==> src/inc/load_limit_status_map.vh <==
// Purpose: constants for the load limit and status command block
// Assumes: commands arrive already parsed into a code and a numeric argument
// Notes:   limit index 0..7 is taken from the low three bits of a limit command
`ifndef LOAD_LIMIT_STATUS_MAP_VH
`define LOAD_LIMIT_STATUS_MAP_VH

`define VAL_W            24
`define CODE_W           6

// limit slots
`define LIM_N            8
`define LIM_IDX_W        3
`define LIM_LOWER_CURR   3'h0
`define LIM_UPPER_CURR   3'h1
`define LIM_LOWER_PWR    3'h2
`define LIM_UPPER_PWR    3'h3
`define LIM_LOWER_VOLT   3'h4
`define LIM_UPPER_VOLT   3'h5
`define LIM_SHORT_LOWER  3'h6
`define LIM_SHORT_UPPER  3'h7
`define LIM_RESET        24'h000000

// command codes
`define CMD_LIM_SET      3'h0
`define CMD_LIM_QRY      3'h1
`define CMD_GROUP_SET    2'h0
`define CMD_LOAD         6'h10
`define CMD_MODE         6'h11
`define CMD_SHORT        6'h12
`define CMD_PRESET       6'h13
`define CMD_SENSE        6'h14
`define CMD_LEVEL        6'h15
`define CMD_DYNAMIC      6'h16
`define CMD_CLR          6'h17
`define CMD_RANGE        6'h18
`define CMD_METER_SIGN_SELECT        6'h19
`define CMD_TFUNC        6'h1a
`define CMD_START        6'h1b
`define CMD_STOP         6'h1c
`define QRY_LOAD         6'h20
`define QRY_MODE         6'h21
`define QRY_SHORT        6'h22
`define QRY_PRESET       6'h23
`define QRY_SENSE        6'h24
`define QRY_LEVEL        6'h25
`define QRY_DYNAMIC      6'h26
`define QRY_ERR          6'h27
`define QRY_NG           6'h28
`define QRY_PROTECTION_STATUS         6'h29
`define QRY_TFUNC        6'h2a

// operating modes
`define MODE_CC          2'h0
`define MODE_CR          2'h1
`define MODE_CV          2'h2
`define MODE_CP          2'h3

// sense settings as written
`define SENSE_OFF        2'h0
`define SENSE_ON         2'h1
`define SENSE_AUTO       2'h2

// test functions
`define TF_NORMAL        3'h0
`define TF_OVER_CURR     3'h1
`define TF_OVER_VOLT     3'h2
`define TF_OVER_PWR      3'h3
`define TF_SHORT         3'h4

// status registers
`define ERR_W            6
`define ERR_CH1_LSB      0
`define ERR_CH1_MSB      3
`define ERR_OPERATION    4
`define ERR_SYNTAX       5
`define PROTECTION_STATUS_W           4
`define PROTECTION_STATUS_OVER_PWR    0
`define PROTECTION_STATUS_OVER_TEMP   1
`define PROTECTION_STATUS_OVER_VOLT   2
`define PROTECTION_STATUS_OVER_CURR   3

`endif

==> src/design/band_check.v <==
// Purpose: window comparison of one measured value against a limit pair
// Assumes: unsigned values, lower not above upper
// Notes:   combinational; the caller registers the result
`timescale 1ns/100ps
`default_nettype none
`include "load_limit_status_map.vh"

module band_check (
    input  wire [`VAL_W-1:0] value_i,
    input  wire [`VAL_W-1:0] lower_i,
    input  wire [`VAL_W-1:0] upper_i,
    output wire              outside_o
);
    // equal to a limit still counts as inside the band
    assign outside_o = (value_i < lower_i) || (value_i > upper_i);
endmodule // band_check

`default_nettype wire

==> src/design/load_limit_status_commands.v <==
// Purpose: command handler for limits, operating state, status registers and tests
// Assumes: a front end has parsed each text command into code and argument
// Notes:   one command per cycle may be offered; each query answers one cycle later
`timescale 1ns/100ps
`default_nettype none
`include "load_limit_status_map.vh"

module load_limit_status_commands (
    input  wire                 mclk_i,
    input  wire                 nrst_i,
    input  wire                 cmd_valid_i,
    input  wire [`CODE_W-1:0]   cmd_code_i,
    input  wire [`VAL_W-1:0]    cmd_arg_i,
    input  wire [`VAL_W-1:0]    meas_current_i,
    input  wire [`VAL_W-1:0]    meas_power_i,
    input  wire [`VAL_W-1:0]    meas_voltage_i,
    input  wire [3:0]           ch1_err_i,
    input  wire                 op_err_i,
    input  wire                 over_power_trip_i,
    input  wire                 over_temp_trip_i,
    input  wire                 over_voltage_trip_i,
    input  wire                 over_current_trip_i,
    output reg                  resp_valid_o,
    output reg  [`VAL_W-1:0]    resp_data_o,
    output reg                  out_of_band_flag_o,
    output reg                  load_on_o,
    output reg  [1:0]           mode_o,
    output reg                  short_test_active_o,
    output reg                  preset_on_o,
    output reg                  sense_forced_o,
    output reg                  sense_auto_o,
    output reg                  level_high_o,
    output reg                  static_op_o,
    output reg                  second_range_o,
    output reg                  meter_sign_neg_o,
    output reg  [2:0]           test_function_select_o,
    output reg                  test_running_o,
    output reg  [`ERR_W-1:0]    error_status_o,
    output reg  [`PROTECTION_STATUS_W-1:0]   protection_status_o
);

    // limit store: lower/upper pairs at even/odd slots
    reg  [`VAL_W-1:0] lim [0:`LIM_N-1];
    integer           i;

    function is_limit_cmd;
        input [`CODE_W-1:0] c;
        input [2:0]         grp;
        begin
            is_limit_cmd = (c[`CODE_W-1:`LIM_IDX_W] == grp);
        end
    endfunction

    // one command per cycle; nothing here stalls the front end
    wire do_cmd = cmd_valid_i;
    wire lim_set = do_cmd && is_limit_cmd(cmd_code_i, `CMD_LIM_SET);
    wire lim_qry = do_cmd && is_limit_cmd(cmd_code_i, `CMD_LIM_QRY);
    wire [`LIM_IDX_W-1:0] lim_idx = cmd_code_i[`LIM_IDX_W-1:0];

    // window comparisons; the host keeps lower <= upper, otherwise the band is empty
    wire curr_out;
    wire pwr_out;
    wire volt_out;
    wire short_out;

    band_check u_curr (
        .value_i   (meas_current_i),
        .lower_i   (lim[`LIM_LOWER_CURR]),
        .upper_i   (lim[`LIM_UPPER_CURR]),
        .outside_o (curr_out)
    );
    band_check u_pwr (
        .value_i   (meas_power_i),
        .lower_i   (lim[`LIM_LOWER_PWR]),
        .upper_i   (lim[`LIM_UPPER_PWR]),
        .outside_o (pwr_out)
    );
    band_check u_volt (
        .value_i   (meas_voltage_i),
        .lower_i   (lim[`LIM_LOWER_VOLT]),
        .upper_i   (lim[`LIM_UPPER_VOLT]),
        .outside_o (volt_out)
    );
    // the short band watches the same voltage input as the normal band
    band_check u_short (
        .value_i   (meas_voltage_i),
        .lower_i   (lim[`LIM_SHORT_LOWER]),
        .upper_i   (lim[`LIM_SHORT_UPPER]),
        .outside_o (short_out)
    );

    // short-test band replaces the normal voltage band while the short test runs
    wire next_ng = short_test_active_o ? (curr_out || pwr_out || short_out)
                 : (curr_out || pwr_out || volt_out);

    // command decode
    wire is_clr   = do_cmd && (cmd_code_i == `CMD_CLR);
    wire is_start = do_cmd && (cmd_code_i == `CMD_START);
    wire is_stop  = do_cmd && (cmd_code_i == `CMD_STOP);
    wire bad_sense = (cmd_arg_i[1:0] > `SENSE_AUTO);
    wire bad_tfunc = (cmd_arg_i[2:0] > `TF_SHORT);

    reg known;
    reg bad_arg;
    always @* begin
        known   = 1'b1;
        bad_arg = 1'b0;
        if (lim_set || lim_qry) begin
            known = 1'b1;
        end else begin
            case (cmd_code_i)
                `CMD_LOAD,
                `CMD_MODE,
                `CMD_SHORT,
                `CMD_PRESET,
                `CMD_LEVEL,
                `CMD_DYNAMIC,
                `CMD_CLR,
                `CMD_RANGE,
                `CMD_METER_SIGN_SELECT,
                `CMD_START,
                `CMD_STOP,
                `QRY_LOAD,
                `QRY_MODE,
                `QRY_SHORT,
                `QRY_PRESET,
                `QRY_SENSE,
                `QRY_LEVEL,
                `QRY_DYNAMIC,
                `QRY_ERR,
                `QRY_NG,
                `QRY_PROTECTION_STATUS,
                `QRY_TFUNC: begin
                    known = 1'b1;
                end
                // a refused argument leaves the state alone and only sets the syntax bit
                `CMD_SENSE: bad_arg = bad_sense;
                `CMD_TFUNC: bad_arg = bad_tfunc;
                default: known = 1'b0;
            endcase
        end
    end

    wire syntax_err = do_cmd && (!known || bad_arg);
    // starting a test with the load input switched off is refused as an operation error
    wire start_refused = is_start && !load_on_o;

    // sticky status: a new event in the clearing cycle still lands
    wire [`ERR_W-1:0] err_events;
    assign err_events[`ERR_CH1_MSB:`ERR_CH1_LSB] = ch1_err_i;
    assign err_events[`ERR_OPERATION] = op_err_i || start_refused;
    assign err_events[`ERR_SYNTAX]    = syntax_err;
    wire [`PROTECTION_STATUS_W-1:0] protection_status_events;
    assign protection_status_events[`PROTECTION_STATUS_OVER_PWR]  = over_power_trip_i;
    assign protection_status_events[`PROTECTION_STATUS_OVER_TEMP] = over_temp_trip_i;
    assign protection_status_events[`PROTECTION_STATUS_OVER_VOLT] = over_voltage_trip_i;
    assign protection_status_events[`PROTECTION_STATUS_OVER_CURR] = over_current_trip_i;

    wire [`ERR_W-1:0]  next_err  = (is_clr ? {`ERR_W{1'b0}} : error_status_o) | err_events;
    wire [`PROTECTION_STATUS_W-1:0] next_protection_status = (is_clr ? {`PROTECTION_STATUS_W{1'b0}} : protection_status_o)
                                   | protection_status_events;

    // query answers
    reg [`VAL_W-1:0] next_resp;
    reg              next_resp_valid;
    always @* begin
        next_resp       = {`VAL_W{1'b0}};
        next_resp_valid = do_cmd && known;
        if (lim_qry) begin
            // limit queries answer with the stored word in full width
            next_resp = lim[lim_idx];
        end else begin
            case (cmd_code_i)
                `QRY_LOAD:    next_resp[0]   = load_on_o;
                `QRY_MODE:    next_resp[1:0] = mode_o;
                `QRY_SHORT:   next_resp[0]   = !short_test_active_o;
                `QRY_PRESET:  next_resp[0]   = preset_on_o;
                `QRY_SENSE:   next_resp[0]   = sense_forced_o;
                `QRY_LEVEL:   next_resp[0]   = level_high_o;
                `QRY_DYNAMIC: next_resp[0]   = static_op_o;
                `QRY_ERR:     next_resp[`ERR_W-1:0]  = error_status_o;
                `QRY_NG:      next_resp[0]   = out_of_band_flag_o;
                `QRY_PROTECTION_STATUS:    next_resp[`PROTECTION_STATUS_W-1:0] = protection_status_o;
                `QRY_TFUNC:   next_resp[2:0] = test_function_select_o;
                default:      next_resp_valid = 1'b0;
            endcase
        end
    end

    // limit store writes
    // limits start at zero, so no-good stands until each pair is written
    always @(posedge mclk_i or negedge nrst_i) begin
        if (!nrst_i) begin
            for (i = 0; i < `LIM_N; i = i + 1) begin
                lim[i] <= `LIM_RESET;
            end
        end else if (lim_set) begin
            lim[lim_idx] <= cmd_arg_i;
        end
    end

    // operating state and test control
    always @(posedge mclk_i or negedge nrst_i) begin
        if (!nrst_i) begin
            load_on_o              <= 1'b0;
            mode_o                 <= `MODE_CC;
            short_test_active_o    <= 1'b0;
            preset_on_o            <= 1'b0;
            sense_forced_o         <= 1'b0;
            sense_auto_o           <= 1'b0;
            level_high_o           <= 1'b0;
            static_op_o            <= 1'b1;
            second_range_o         <= 1'b0;
            meter_sign_neg_o       <= 1'b0;
            test_function_select_o <= `TF_NORMAL;
            test_running_o         <= 1'b0;
        end else begin
            if (do_cmd) begin
                case (cmd_code_i)
                    `CMD_LOAD:    load_on_o    <= cmd_arg_i[0];
                    `CMD_MODE:    mode_o       <= cmd_arg_i[1:0];
                    // the short command runs the short band outside the test sequence
                    `CMD_SHORT:   short_test_active_o <= cmd_arg_i[0];
                    `CMD_PRESET:  preset_on_o  <= cmd_arg_i[0];
                    `CMD_SENSE: begin
                        if (!bad_sense) begin
                            sense_forced_o <= (cmd_arg_i[1:0] == `SENSE_ON);
                            sense_auto_o   <= (cmd_arg_i[1:0] == `SENSE_AUTO);
                        end
                    end
                    `CMD_LEVEL:   level_high_o <= cmd_arg_i[0];
                    // argument 1 asks for dynamic operation, so static is its inverse
                    `CMD_DYNAMIC: static_op_o  <= !cmd_arg_i[0];
                    `CMD_RANGE:   second_range_o   <= cmd_arg_i[0];
                    `CMD_METER_SIGN_SELECT:   meter_sign_neg_o <= cmd_arg_i[0];
                    `CMD_TFUNC: begin
                        // changing the function mid-test would re-aim a running test
                        if (!bad_tfunc && !test_running_o) begin
                            test_function_select_o <= cmd_arg_i[2:0];
                        end
                    end
                    `CMD_START: begin
                        if (!start_refused) begin
                            test_running_o <= 1'b1;
                            if (test_function_select_o == `TF_SHORT) begin
                                short_test_active_o <= 1'b1;
                            end
                        end
                    end
                    `CMD_STOP: begin
                        // stop also ends a short test started by the short command
                        test_running_o      <= 1'b0;
                        short_test_active_o <= 1'b0;
                    end
                    default: test_running_o <= test_running_o;
                endcase
            end
        end
    end

    // flags, status and answers
    // answer data is rewritten every cycle, so nothing stale outlives its strobe
    always @(posedge mclk_i or negedge nrst_i) begin
        if (!nrst_i) begin
            out_of_band_flag_o  <= 1'b0;
            error_status_o      <= {`ERR_W{1'b0}};
            protection_status_o <= {`PROTECTION_STATUS_W{1'b0}};
            resp_valid_o        <= 1'b0;
            resp_data_o         <= {`VAL_W{1'b0}};
        end else begin
            out_of_band_flag_o  <= next_ng;
            error_status_o      <= next_err;
            protection_status_o <= next_protection_status;
            resp_valid_o        <= next_resp_valid;
            resp_data_o         <= next_resp;
        end
    end

endmodule // load_limit_status_commands

`default_nettype wire

==> config.mk <==
export PLATFORM = sky130hd
export DESIGN_NAME = load_limit_status_commands
export DESIGN_NICKNAME = d
export VERILOG_FILES = /design/src/design/band_check.v /design/src/design/load_limit_status_commands.v
export VERILOG_INCLUDE_DIRS = /design/src /design/src/inc
export SDC_FILE = /design/constraint.sdc
export NUM_CORES = 1
export LEC_CHECK = 0
export ABC_CLOCK_PERIOD_IN_PS = 2000
export BUFFER_PORTS_ARGS = -buffer_cell sky130_fd_sc_hd__buf_2
export CORE_ASPECT_RATIO = 1.75
export CORE_MARGIN = 3
export CORE_UTILIZATION = 50
export DETAILED_ROUTE_END_ITERATION = 6
export PLACE_DENSITY_LB_ADDON = 0.15
export SYNTH_ARGS = -nofsm -noshare
export SYNTH_HDL_FRONTEND = slang
export SYNTH_SLANG_ARGS = --single-unit
==> constraint.sdc <==
create_clock -name mclk_i -period 2 [get_ports mclk_i]
set_input_delay 0.2 -clock mclk_i [delete_from_list [all_inputs] [get_ports mclk_i]]
set_output_delay 0.2 -clock mclk_i [all_outputs]
set_load 0.005 [all_outputs]
==> flow_summary.json <==
{
  "status": "finished, violations left",
  "failed_checks": "setup timing",
  "core-area_um2": 29700,
  "wirelength_um": 46000,
  "hold_class": "input port to flop",
  "clk_latency_ps": 540,
  "gr-total-overflow": 0,
  "ant_nets": 0,
  "synth-edff-count": 0,
  "gp_congestion": 0.942,
  "fin_skew_ps": 8.34,
  "grt_setup_unrepaired": "yes",
  "hold_start": "cmd_arg_i[17]",
  "syn_nets": 1696,
  "fin_tns_setup_ps": -158,
  "layout.cells.non_filler": 2161,
  "grt_pass1_wl_um": 71000,
  "first_pass_iters": 6,
  "portBuffers": 164,
  "cts-root-buf": "clkbuf_16",
  "tightest_slew_ps": 484,
  "antenna_found_initial": 4,
  "dp_hpwl_um": 35100,
  "cts_tree": "built",
  "die_area_um2": 32600,
  "rr_startpoint": "lim[163]",
  "vias_per_cell": 5.75,
  "htree_levels": 1,
  "finalSetupViolations": 1,
  "drc": 0,
  "end_kind": "flop",
  "yosys_warnings": 0,
  "drv_slew": 0,
  "p_per_area_nw_per_um2": 777,
  "crit_chain": "inv_1 -> ha_4 -> nand4_1 -> or4_4 -> nor4_4 -> a2bb2oi_2 -> o2111ai_2",
  "clockBufferDepth": 3,
  "io_pins": 165,
  "cp_top_family": "simple AND/OR/NAND/NOR gates",
  "syn2layout_area_growth_pct": 27.2,
  "rr_endpoint": "out_of_band_flag_o",
  "layout-drive-gt1-share_pct": 34.0,
  "ys_ff_latch": 243,
  "max_slew_margin_pct": 66.9,
  "critPathMaxStageDelay_ps": 500,
  "synthArstFlopShare_pct": 100,
  "setup_slack_ps": -158,
  "min_to": "lim[17]",
  "ys_seq_area_share_pct": 40.0,
  "drt_iter0_drc": 548,
  "crit_required_ps": 2400,
  "placementRows": 83,
  "start_util_pct": 51.2,
  "cts_num_sinks": 243,
  "r2r_setup_slack_ps": -160,
  "cellLeakagePower_uw": 0.00940,
  "period_minus_slack_ps": 2160,
  "finish.utilization_pct": 65.1,
  "die_w_um": 138,
  "grt_max_degree": 59,
  "irDropWorstVdd_mv": 0.796,
  "holdPathStages": 3,
  "crit_slowest_cell": "or4_4",
  "worstPathArrival_ps": 2560,
  "critical_path_class": "flop to flop",
  "hold_viol": 0,
  "grt_pass1_vias": 13200,
  "critPathBufInv": 1,
  "dpl.cell_count": 2079,
  "post-route-period-util_pct": 108,
  "synth_flop_cell": "dfrtp_1",
  "cts.clk_slew.worst_paths_ps": 60,
  "synth.distinct_cells": 53,
  "syn_area_per_cell_um2": 10.9,
  "drv_cap": 0,
  "critPathLaunchType": "flop",
  "track_usage_pct": 28.4,
  "dieHeight_um": 237,
  "fmax_mhz": 463,
  "syn-cell-area_um2": 15200,
  "worst-r2r-cell-count": 7,
  "layout.nets": 2060,
  "worstPathMaxFanout": 3,
  "wl_per_cell_um": 21.3,
  "synthCells": 1394,
  "cts-buffers-inserted": 25,
  "vias": 12400
}
sequential cells by signal, summed over array words and instances (netlist names), 2 cells and up:
signal / cells
error_status_o: 6
lim: 192
mode_o: 2
protection_status_o: 4
resp_data_o: 24
test_function_select_o: 3
power breakdown:
group | switching, µW | internal [µW]
sequential | 405 | 5510
combinational | 2040 | 2060
clock | 2000 | 3000
logic make-up after synthesis:
logic type,count (synthesis),synth area share [%]
buffers and inverters,240,6.14
xor gates and xnor gates,1,0.0576
adders and majority gates,188,15.5
AOI/OAI and AO/OA,236,9.35
muxes,242,21.3
DFF,243,40.0
and+or+nand+nor,244,7.74
how the worst max path moves through the flow:
stage | slack (ps) | start | endpoint | depth (start not counted)
5_1_grt | -330 | lim[169] | out_of_band_flag_o | 9
3_3_place_gp | -280 | lim[163] | out_of_band_flag_o | 7
6_report | -160 | lim[163] | out_of_band_flag_o | 7
4_1_cts | -140 | lim[160] | out_of_band_flag_o | 7
2_1_floorplan | 20 | lim[166] | out_of_band_flag_o | 7
3_5_place_dp | -310 | lim[163] | out_of_band_flag_o | 7
Yosys cell counts (3+ instances only):
| cell type | n | area, µm² |
|---|---|---|
| dfrtp_1 | 242 | 6060 |
| nand3_1 | 26 | 130 |
| inv_1 | 190 | 713 |
| o31ai_1 | 3 | 22.5 |
| mux2_1 | 54 | 608 |
| nor2b_1 | 10 | 62.6 |
| a211oi_1 | 10 | 75.1 |
| ha_1 | 188 | 2350 |
| buf_2 | 27 | 135 |
| a221oi_1 | 4 | 35.0 |
| nand2_2 | 3 | 18.8 |
| nand4_1 | 33 | 206 |
| a21o_1 | 18 | 135 |
| nor3_1 | 12 | 60.1 |
| a21oi_1 | 75 | 375 |
| and3_1 | 5 | 31.3 |
| mux2i_1 | 26 | 260 |
| a22oi_1 | 5 | 37.5 |
| buf_1 | 3 | 11.3 |
| nor4_1 | 5 | 31.3 |
| clkbuf_1 | 20 | 75.1 |
| a2111oi_0 | 6 | 52.6 |
| nor3b_1 | 5 | 37.5 |
| a21boi_0 | 5 | 37.5 |
| nand2_1 | 77 | 289 |
| o21ai_0 | 76 | 380 |
| o211ai_1 | 12 | 90.1 |
| nor2_1 | 55 | 206 |
| mux4_2 | 48 | 1080 |
| nand2b_1 | 4 | 25.0 |
| a31oi_1 | 3 | 18.8 |
| mux2_2 | 114 | 1280 |
worst min-delay path, stage by stage:
cell and delay [ps]:
buf_2 160, nand2_1 70, o21ai_0 70
layer usage:
layer	vias up	GRT usage (%)	wire length (µm)
met5	-	0	7
met4	2	12.1	2240
met3	129	3.10	1990
met2	361	53.4	24800
met1	6184	31.7	16900
li1	5743	-	-
what timing repair did:
item,CTS,global route
hold buffers,29,0
setup endpoints to repair,1,1
endpoints found under the hold margin,158,0
pin swaps,13,21
cloned,0,0
buffers inserted,5,0
resized for setup,24,25
placed cells by master, fill, tap and decap left out, types with 8 or more instances in the layout:
cell type	synthesis	final
a21o_1	18	18
a21oi_1	75	69
buf_12	0	14
buf_2	27	162
buf_4	0	181
clkbuf_1	20	8
clkbuf_16	0	25
dfrtp_1	242	242
dlygate4sd3_1	0	29
ha_1	188	182
inv_1	190	188
mux2_1	54	54
mux2_2	114	114
mux2i_1	26	26
mux4_2	48	48
nand2_1	77	77
nand3_1	26	26
nand4_1	33	33
nor2_1	55	52
nor2b_1	10	9
nor3_1	12	12
o211ai_1	12	12
o21ai_0	76	74
layout make-up:
class	instances	area, µm²
fill	2434	10400
multi-input combinational	911	8450
sequential	243	6080
timing repair buffer	387	2760
clock buffer	38	724
inverter	190	713
tap	382	478
clock inverter	7	138
antenna	3	7.51
stage by stage:
stage / worst slack [ps] / hold WS, ps / instance area [µm²] / total power [µW]
floorplan: 16.6 / -95.6 / 15200 / 8060
global placement: -284 / 156 / 17900 / 9740
detailed placement: -310 / 153 / 17900 / 9880
CTS: -141 / 2.45 / 19200 / 15000
global route: -328 / 26.8 / 19300 / 15800
finish: -158 / 11.3 / 19300 / 15000
(Power assumes the default switching activity.)
